File: src/core/dsl_pkg.sv
package dsl_pkg;

  // bus and register map
  localparam int          AXI_AW          = 8;
  localparam logic [7:0]  REG_CTRL        = 8'h00;
  localparam logic [7:0]  REG_STATUS      = 8'h04;
  localparam logic [7:0]  REG_IRQ_STATUS  = 8'h08;
  localparam logic [7:0]  REG_IRQ_MASK    = 8'h0C;
  localparam logic [7:0]  REG_LOOP_ADDR   = 8'h10;
  localparam logic [1:0]  RESP_OKAY       = 2'h0;
  localparam logic [1:0]  RESP_SLVERR     = 2'h2;

  // control register fields
  localparam int CTRL_FAULT_CMD   = 0;
  localparam int CTRL_BYP_FORCE_A = 1;
  localparam int CTRL_BYP_FORCE_B = 2;
  localparam int CTRL_BYP_CLR_A   = 3;
  localparam int CTRL_BYP_CLR_B   = 4;
  localparam logic [31:0] CTRL_RESET = 32'h0000_0000;

  // interrupt bit positions
  localparam int IRQ_BYPASS_A   = 0;
  localparam int IRQ_BYPASS_B   = 1;
  localparam int IRQ_FAULT      = 2;
  localparam int IRQ_ADDR_ERR   = 3;
  localparam int IRQ_W          = 4;

  // loop addressing
  localparam int          LOOP_ADDR_MAX    = 127;
  localparam int          LOOP_ADDR_DEV    = 126;
  localparam logic [6:0]  LOOP_ADDR_RESET  = 7'h7F;

  // activity indicator timing
  localparam longint CLK_HZ            = 100_000_000;
  localparam longint SLOW_PERIOD_MS    = 2000;
  localparam longint SLOW_ON_PCT       = 20;
  localparam longint STEADY_PERIOD_MS  = 1000;
  localparam longint TOGGLE_PERIOD_MS  = 250;
  localparam longint SLOW_PERIOD_CYC   = CLK_HZ / 1000 * SLOW_PERIOD_MS;
  localparam longint STEADY_PERIOD_CYC = CLK_HZ / 1000 * STEADY_PERIOD_MS;
  localparam longint TOGGLE_PERIOD_CYC = CLK_HZ / 1000 * TOGGLE_PERIOD_MS;

  typedef enum logic [1:0] {
    DSL_SPIN_STOPPED,
    DSL_SPIN_AT_SPEED,
    DSL_SPIN_CHANGING
  } dsl_spin_t;

  // drive conditions from the rest of the device
  typedef struct packed {
    dsl_spin_t  spin;
    logic       cmd_active;
    logic       format_active;
    logic       rewrite_active;
    logic       port_a_fail;
    logic       port_b_fail;
    logic       internal_fail;
  } dsl_drive_t;

  // per-port link failure reports
  typedef struct packed {
    logic wrap_fail;
    logic rx_clk_lost;
    logic tx_clk_lost;
    logic hw_error;
  } dsl_port_err_t;

  typedef enum logic [1:0] {
    DSL_W_IDLE,
    DSL_W_RESP
  } dsl_wstate_t;

endpackage

File: src/core/dsl_status_led_bypass.sv
// Notes on behaviour
// - the fault indicator is driven when both loop ports have failed.
// - the fault indicator is driven when internal monitoring reports a drive failure.
// - the fault indicator is driven while the host fault-light command is set.
// - the fault indicator is an open-drain sink, pulling low when on, floating otherwise.
// - spindle stopped and idle gives a slow blink, 20% lit of a 2 s period.
// - spindle stopped with a command executing holds the activity indicator lit.
// - spindle at speed and idle holds the activity indicator lit.
// - spindle at speed with a command executing holds the activity indicator dark.
// - spindle accelerating or decelerating gives an even 50/50 blink.
// - format or repeated-block write in progress toggles the activity indicator.
// - each port has its own active-low bypass request that the backplane circuit obeys.
// - a port's bypass indicator goes low whenever that port's bypass request is asserted.
// - wrap test failure, lost receive or transmit clock or interface error asserts bypass.
// - option inputs are pulled high inside, open reads one and grounded reads zero.
// - at most 127 loop addresses with one reserved for the fabric, 126 usable.
module dsl_status_led_bypass
  import dsl_pkg::*;
#(
  parameter longint SLOW_CYC   = SLOW_PERIOD_CYC,
  parameter longint STEADY_CYC = STEADY_PERIOD_CYC,
  parameter longint TOGGLE_CYC = TOGGLE_PERIOD_CYC
) (
  // clock and reset
  input  wire logic                 aclk,
  input  wire logic                 aresetn,
  // axi4-lite slave
  input  wire logic [AXI_AW-1:0]    s_axi_awaddr,
  input  wire logic                 s_axi_awvalid,
  output logic                      s_axi_awready,
  input  wire logic [31:0]          s_axi_wdata,
  input  wire logic [3:0]           s_axi_wstrb,
  input  wire logic                 s_axi_wvalid,
  output logic                      s_axi_wready,
  output logic [1:0]                s_axi_bresp,
  output logic                      s_axi_bvalid,
  input  wire logic                 s_axi_bready,
  input  wire logic [AXI_AW-1:0]    s_axi_araddr,
  input  wire logic                 s_axi_arvalid,
  output logic                      s_axi_arready,
  output logic [31:0]               s_axi_rdata,
  output logic [1:0]                s_axi_rresp,
  output logic                      s_axi_rvalid,
  input  wire logic                 s_axi_rready,
  // drive conditions, same clock
  input  wire dsl_drive_t           drive,
  input  wire dsl_port_err_t        port_a_err,
  input  wire dsl_port_err_t        port_b_err,
  // option strap pins, asynchronous
  input  wire logic                 device_option_bit2,
  input  wire logic                 device_option_bit1,
  input  wire logic                 device_option_bit0,
  // backplane outputs
  output logic                      fault_indicator_n_o,
  output logic                      fault_indicator_n_oe,
  output logic                      activity_indicator_n_o,
  output logic                      activity_indicator_n_oe,
  output logic                      bypass_port_a_n,
  output logic                      bypass_port_b_n,
  output logic                      bypass_led_a_n,
  output logic                      bypass_led_b_n,
  output logic                      irq
);

  typedef struct packed {
    logic [31:0]      ctrl;
    logic [IRQ_W-1:0] irq_status;
    logic [IRQ_W-1:0] irq_mask;
    logic [6:0]       loop_addr;
    logic [2:0]       opt_meta;
    logic [2:0]       opt_sync;
    logic [31:0]      cnt;
    logic             fault_on;
    logic             act_on;
    logic             byp_a;
    logic             byp_b;
    logic             byp_a_lat;
    logic             byp_b_lat;
    dsl_wstate_t      wstate;
    logic [1:0]       bresp;
    logic             rvalid;
    logic [31:0]      rdata;
    logic [1:0]       rresp;
  } dsl_state_t;

  dsl_state_t r;
  dsl_state_t next_r;

  localparam logic [31:0] SLOW_C   = 32'(SLOW_CYC);
  localparam logic [31:0] SLOW_ON  = 32'(SLOW_CYC * SLOW_ON_PCT / 100);
  localparam logic [31:0] STEADY_C = 32'(STEADY_CYC);
  localparam logic [31:0] TOGGLE_C = 32'(TOGGLE_CYC);

  // lit while phase lies in the first 'on' cycles of a period
  function automatic logic phase_on(input logic [31:0] c, input logic [31:0] per,
                                    input logic [31:0] on);
    phase_on = (c % per) < on;
  endfunction

  function automatic logic port_failed(input dsl_port_err_t e);
    port_failed = e.wrap_fail | e.rx_clk_lost | e.tx_clk_lost | e.hw_error;
  endfunction

  logic       aw_take;
  logic       ar_take;
  logic       err_a;
  logic       err_b;
  logic [IRQ_W-1:0] ev;
  logic [IRQ_W-1:0] w1c;
  logic [31:0] wmask;

  always_comb begin
    next_r = r;
    aw_take = (r.wstate == DSL_W_IDLE) && s_axi_awvalid && s_axi_wvalid;
    ar_take = !r.rvalid && s_axi_arvalid;
    wmask = {{8{s_axi_wstrb[3]}}, {8{s_axi_wstrb[2]}},
             {8{s_axi_wstrb[1]}}, {8{s_axi_wstrb[0]}}};
    w1c = '0;
    ev = '0;

    // option straps: open reads one thanks to the pull-up
    next_r.opt_meta = {device_option_bit2, device_option_bit1, device_option_bit0};
    next_r.opt_sync = r.opt_meta;

    // free-running, so blink phase never restarts on a mode change
    next_r.cnt = r.cnt + 32'h0000_0001;

    // write channel: both address and data taken in the same edge
    case (r.wstate)
      DSL_W_IDLE: begin
        if (aw_take) begin
          next_r.wstate = DSL_W_RESP;
          next_r.bresp = RESP_OKAY;
          case (s_axi_awaddr)
            REG_CTRL: next_r.ctrl = (r.ctrl & ~wmask) | (s_axi_wdata & wmask);
            REG_IRQ_STATUS: w1c = s_axi_wdata[IRQ_W-1:0] & wmask[IRQ_W-1:0];
            REG_IRQ_MASK: begin
              next_r.irq_mask = (r.irq_mask & ~wmask[IRQ_W-1:0])
                              | (s_axi_wdata[IRQ_W-1:0] & wmask[IRQ_W-1:0]);
            end
            REG_LOOP_ADDR: begin
              if (s_axi_wstrb[0]) begin
                // only 126 loop device addresses are usable
                if (s_axi_wdata[6:0] < 7'(LOOP_ADDR_DEV)) begin
                  next_r.loop_addr = s_axi_wdata[6:0];
                end else begin
                  next_r.loop_addr = LOOP_ADDR_RESET;
                  ev[IRQ_ADDR_ERR] = 1'b1;
                end
              end
            end
            REG_STATUS: next_r.bresp = RESP_OKAY;
            default: next_r.bresp = RESP_SLVERR;
          endcase
        end
      end
      DSL_W_RESP: begin
        if (s_axi_bready) begin
          next_r.wstate = DSL_W_IDLE;
        end
      end
      default: next_r.wstate = DSL_W_IDLE;
    endcase

    // read channel
    if (ar_take) begin
      next_r.rvalid = 1'b1;
      next_r.rresp = RESP_OKAY;
      case (s_axi_araddr)
        REG_CTRL: next_r.rdata = r.ctrl;
        REG_STATUS: begin
          next_r.rdata = {20'h00000, r.opt_sync, 1'b0, r.act_on, r.fault_on,
                          r.byp_b, r.byp_a, r.wstate == DSL_W_RESP, 3'h0};
          next_r.rdata[1:0] = 2'h0;
        end
        REG_IRQ_STATUS: next_r.rdata = {28'h0000000, r.irq_status};
        REG_IRQ_MASK: next_r.rdata = {28'h0000000, r.irq_mask};
        REG_LOOP_ADDR: next_r.rdata = {25'h0000000, r.loop_addr};
        default: begin
          next_r.rdata = 32'h0000_0000;
          next_r.rresp = RESP_SLVERR;
        end
      endcase
    end else if (r.rvalid && s_axi_rready) begin
      next_r.rvalid = 1'b0;
    end

    // bypass: a failure latches until software clears it; a force bit also asserts bypass
    err_a = port_failed(port_a_err);
    err_b = port_failed(port_b_err);
    next_r.byp_a_lat = err_a | (r.byp_a_lat & ~r.ctrl[CTRL_BYP_CLR_A]);
    next_r.byp_b_lat = err_b | (r.byp_b_lat & ~r.ctrl[CTRL_BYP_CLR_B]);
    next_r.byp_a = next_r.byp_a_lat | r.ctrl[CTRL_BYP_FORCE_A];
    next_r.byp_b = next_r.byp_b_lat | r.ctrl[CTRL_BYP_FORCE_B];
    // self-clearing clear bits
    next_r.ctrl[CTRL_BYP_CLR_A] = aw_take && s_axi_awaddr == REG_CTRL && s_axi_wstrb[0]
                                  && s_axi_wdata[CTRL_BYP_CLR_A];
    next_r.ctrl[CTRL_BYP_CLR_B] = aw_take && s_axi_awaddr == REG_CTRL && s_axi_wstrb[0]
                                  && s_axi_wdata[CTRL_BYP_CLR_B];

    // fault indicator
    next_r.fault_on = (drive.port_a_fail & drive.port_b_fail)
                    | drive.internal_fail
                    | r.ctrl[CTRL_FAULT_CMD];

    // activity pattern; format or rewrite takes precedence
    if (drive.format_active || drive.rewrite_active) begin
      next_r.act_on = phase_on(r.cnt, TOGGLE_C, TOGGLE_C >> 1);
    end else begin
      case (drive.spin)
        DSL_SPIN_STOPPED: begin
          if (drive.cmd_active) begin
            next_r.act_on = 1'b1;
          end else begin
            next_r.act_on = phase_on(r.cnt, SLOW_C, SLOW_ON);
          end
        end
        DSL_SPIN_AT_SPEED: next_r.act_on = !drive.cmd_active;
        DSL_SPIN_CHANGING: next_r.act_on = phase_on(r.cnt, STEADY_C, STEADY_C >> 1);
        default: next_r.act_on = 1'b0;
      endcase
    end

    // sticky events on rising edges; set wins over a same-cycle clear
    ev[IRQ_BYPASS_A] = next_r.byp_a & ~r.byp_a;
    ev[IRQ_BYPASS_B] = next_r.byp_b & ~r.byp_b;
    ev[IRQ_FAULT] = next_r.fault_on & ~r.fault_on;
    next_r.irq_status = (r.irq_status & ~w1c) | ev;
  end

  always_ff @(posedge aclk) begin
    if (!aresetn) begin
      r <= '0;
      r.ctrl <= CTRL_RESET;
      r.loop_addr <= LOOP_ADDR_RESET;
      r.opt_meta <= 3'h7;
      r.opt_sync <= 3'h7;
      r.wstate <= DSL_W_IDLE;
    end else begin
      r <= next_r;
    end
  end

  assign s_axi_awready = aw_take;
  assign s_axi_wready = aw_take;
  assign s_axi_bvalid = (r.wstate == DSL_W_RESP);
  assign s_axi_bresp = r.bresp;
  assign s_axi_arready = ar_take;
  assign s_axi_rvalid = r.rvalid;
  assign s_axi_rdata = r.rdata;
  assign s_axi_rresp = r.rresp;

  // open drain: enable low while sinking, output held low
  assign fault_indicator_n_o = 1'b0;
  assign fault_indicator_n_oe = !r.fault_on;
  assign activity_indicator_n_o = 1'b0;
  assign activity_indicator_n_oe = !r.act_on;
  assign bypass_port_a_n = !r.byp_a;
  assign bypass_port_b_n = !r.byp_b;
  assign bypass_led_a_n = !r.byp_a;
  assign bypass_led_b_n = !r.byp_b;
  assign irq = |(r.irq_status & r.irq_mask);

endmodule

File: config.mk
export PLATFORM = sky130hd
export DESIGN_NAME = dsl_status_led_bypass
export DESIGN_NICKNAME = d
export VERILOG_FILES = /design/src/core/dsl_pkg.sv /design/src/core/dsl_status_led_bypass.sv
export SDC_FILE = /design/constraint.sdc
export NUM_CORES = 1
export LEC_CHECK = 0
export BUFFER_PORTS_ARGS = -buffer_cell sky130_fd_sc_hd__buf_2
export CAP_MARGIN = 10
export CORE_AREA = 2 2 151 138
export DETAILED_ROUTE_END_ITERATION = 16
export DIE_AREA = 0 0 153 140
export HOLD_SLACK_MARGIN = 0.08
export PLACE_DENSITY = 0.77
export SYNTH_ARGS = -nofsm -noshare
export SYNTH_HDL_FRONTEND = slang
export SYNTH_SLANG_ARGS = --single-unit
File: constraint.sdc
create_clock -name aclk -period 19.5 [get_ports aclk]
set_input_delay 1.95 -clock aclk [delete_from_list [all_inputs] [get_ports aclk]]
set_output_delay 1.95 -clock aclk [all_outputs]
set_load 0.02 [all_outputs]
==> results by group <==
Die
  – Core Area: 19800 µm²
  – Initial core utilization: 0.542
  – Standard-cell rows: 49
  – Io pins: 128
  – Die area: 21400 µm²
  – Die width: 153 µm
  – Die boundary height: 140 µm

Routing
  – Number of optimization iterations in the first detailed-route pass: 6
  – DRT antenna net count: 0
  – DR DRC count: 0
  – Average routed wire per standard cell: 16.7 µm
  – Post-DR vias/cell: 6.20
  – Iteration-0 DRC Markers: 897
  – Via count: 10952
  – Wirelength, routed: 29500 µm

Placed design
  – Post-placement cell area: 11100 µm²
  – Number of input and output port buffers inserted: 123
  – Final HPWL from detailed placement: 22200 µm
  – Last weighted congestion value of the routability-driven placer: 0.946
  – Dpl cells: 1734

Clocking
  – CTS hold repair buffers: 0
  – Clk slew on worst S/H paths: 0.06 ns
  – CTS Buffer Depth: 2
  – Worst-skew pair later-pin latency: 0.42 ns
  – Number of buffers added for setup after CTS: 0
  – CTS H-tree depth: 4
  – Post_cts resized: 0
  – Root buffer cell: sky130_fd_sc_hd__clkbuf_16
  – Clk sinks: 127
  – Number of buffers inserted during clock tree synthesis: 17
  – Clock tree from TritonCTS: yes

Global route
  – GRT Residual Overflow: 0
  – Global-route wire length before repair: 49000 µm
  – Pin count of the biggest net entering global routing: 56
  – Number of global-route vias before repair: 9892
  – GR Util All Layers: 0.269
  – Met1 Track Usage GR: 0.394
  – Most Used Layer, Global Route: met2
  – Number of antenna violations at the first check in global routing: 0
  – Met2 layer usage reported by global route: 0.423
  – Met3 routing resource usage after global routing: 0.0408

Layout
  – Fill cell instance count of the final layout: 1858
  – Post-route insts no fill: 1766
  – Nets: 1578
  – Layout-stage area growth over the synthesis result: 9.27%
  – Fraction of layout instances using a drive strength above 1: 0.152
  – Inserted Diodes: 0
  – Summed area of non-filler cells in the final layout: 11700 µm²

Power
  – Total leakage power: 4.27 nW
  – Final Power: 0.612 mW
  – IR drop worst, VDD: 0.0521 mV
  – Pwr/cell area: 52.1 nW/µm²

Critical path
  – WS Path Type: reg -> reg
  – Delay of the slowest critical-path stage: 0.77 ns
  – Required time reported for the critical path endpoint: 19.84 ns
  – Beginning of the worst register-to-register path: r[59]
  – Critical path launch point type: flop
  – Highest-delay cell along the critical path: sky130_fd_sc_hd__o21a_1
  – Critical Path Start: r[59]
  – Cell depth of the worst flop-to-flop path: 33
  – Max Fanout on Critical Path: 24
  – Critical Path End Type: flop
  – Arrival time at the worst endpoint: 12.33 ns

Status
  – Outcome: finished clean

Timing
  – Final setup violation count: 0
  – Final hold slack: 0.397 ns
  – TNS Setup: 0 ns
  – Fmax: 83.4 MHz
  – Slew HR: 0.237
  – Unrepaired setup endpoints after global routing: false
  – Final critical delay including setup and external delays: 11.99 ns
  – Final worst-path cycle share: 0.615
  – Count of pins over their slew limit: 0
  – Transition time of the tightest slew-check pin: 1.14 ns
  – Final setup skew: 0.0215 ns
  – Number of hold violations in the final report: 0

Yosys
  – Number of instances in the synthesized netlist: 1461
  – Adder and majority cell fraction of the synthesized area: 0.00699
  – Synthesized-area fraction occupied by xor and xnor cells: 0.103
  – Post-synthesis share of cell area spent on and, or, nand and nor gates: 0.266
  – Area fraction in compound gates after synthesis: 0.282
  – Predominant post-synthesis flop cell: sky130_fd_sc_hd__dfxtp_1
  – Multiplexer share of the synthesized area: 0.0332
  – Ys async rst share: 0
  – Synthesis-stage register bit count: 127
  – Synth warnings: 0
  – Combinational family with the most area after synthesis: compound AO/OA/AOI/OAI gates
  – Cell accounting for the most synthesized area: sky130_fd_sc_hd__dfxtp_1
  – Count leader, synth: sky130_fd_sc_hd__nand2_1
  – Ranking of synthesized cells by area: sky130_fd_sc_hd__dfxtp_1 24%, sky130_fd_sc_hd__xnor2_1 7.1%, sky130_fd_sc_hd__nand2_1 6.8%, sky130_fd_sc_hd__nor2_1 5.3%, sky130_fd_sc_hd__a21oi_1 4.3%
  – Most used standard cells in the synthesized netlist: 195 x sky130_fd_sc_hd__nand2_1, 152 x sky130_fd_sc_hd__nor2_1, 127 x sky130_fd_sc_hd__dfxtp_1, 92 x sky130_fd_sc_hd__a21oi_1, 87 x sky130_fd_sc_hd__xnor2_1
  – Syn_area_per_cell: 7.35 µm²
  – Number of synthesized flops with an enable pin: 0
  – Mapped Area: 10700 µm²
  – Share of the synthesized area in the top cell type: 0.237
  – Number of distinct library cells after synthesis: 109
  – Post-synthesis sequential area ratio: 0.237

Flow run
  – Number of violations of the max-capacitance limit: 0

Min path
  – Hold WC Path Type: reg -> reg
  – WHS Path Cells: 1
  – Origin of the worst min-delay path: next_r[79]
worst paths after layout:
path                            endpoint  slack [ns]
worst min register to register     r[79]        0.40
worst min-delay path               r[79]        0.40
worst max-delay path               r[43]        7.51
worst max register to register     r[43]        7.51
metal layers:
layer,wire [µm],share of wire,vias to the layer above
li1,-,-,5356
met5,0,0,-
met4,245,0.0083,0
met2,13100,0.44,453
met3,2170,0.073,28
met1,14000,0.48,5115
kinds of logic after synthesis:
family                     after synthesis
AOI/OAI and AO/OA                      408
xor gates and xnor gates               124
adders and majority gates                7
buffers and inverters                  154
DFF                                    127
muxes                                   34
other                                    1
and+or+nand+nor                        606
critical path: cells and delay by family, from the launching register on:
family | cells | cell delay (ns)
flops | 1 | 0.47
mux | 1 | 0.48
xor+xnor | 3 | 1.20
simple gates | 9 | 3.28
compound gates | 20 | 6.46
state kept, by name (all words and copies together) (netlist names):
signal        flops
next_r            3
r                89
s_axi_bresp       1
s_axi_rdata      32
s_axi_rresp       1
s_axi_rvalid      1
cell usage in the layout, fill, tap and decap left out, types with 17 or more instances in the layout:
cell | synthesis | layout
sky130_fd_sc_hd__xnor2_1 | 87 | 87
sky130_fd_sc_hd__nor2_1 | 152 | 152
sky130_fd_sc_hd__dfxtp_1 | 127 | 127
sky130_fd_sc_hd__nand2b_1 | 20 | 20
sky130_fd_sc_hd__and3_1 | 18 | 18
sky130_fd_sc_hd__or3_1 | 19 | 19
sky130_fd_sc_hd__o21ai_0 | 58 | 58
sky130_fd_sc_hd__xor2_1 | 34 | 34
sky130_fd_sc_hd__inv_1 | 32 | 31
sky130_fd_sc_hd__mux2i_1 | 27 | 27
sky130_fd_sc_hd__and2_1 | 18 | 18
sky130_fd_sc_hd__buf_2 | 11 | 123
sky130_fd_sc_hd__nand3_1 | 55 | 55
sky130_fd_sc_hd__clkbuf_16 | 0 | 17
sky130_fd_sc_hd__nand2_1 | 195 | 195
sky130_fd_sc_hd__nand4_1 | 23 | 23
sky130_fd_sc_hd__a22oi_1 | 40 | 40
sky130_fd_sc_hd__a21oi_1 | 92 | 92
sky130_fd_sc_hd__nor3_1 | 53 | 52
per-stage QoR:
stage	util	worst slack (ns)
global placement	0.563	8.12
finish	0.593	7.51
global route	0.593	6.30
floorplan	-	10.30
CTS	0.593	7.74
detailed placement	0.563	7.81
area by class of cell:
type | instances | area [µm²] | share of cell area
clock buffer | 17 | 425 | 0.0362
clock inverter | 15 | 168 | 0.0143
inverter | 35 | 131 | 0.0112
multi-input combinational | 1183 | 7450 | 0.635
sequential | 127 | 2540 | 0.217
tap | 255 | 319 | 0.0272
timing repair buffer | 134 | 698 | 0.0595
power breakdown:
group          total, mW  internal [mW]  leakage (nW)  switching [mW]
Sequential         0.265          0.263          1.03         0.00221
Combinational     0.0288         0.0110          2.95          0.0178
Clock              0.318          0.183         0.287           0.135
No activity file was read; power rests on OpenSTA's default activity.
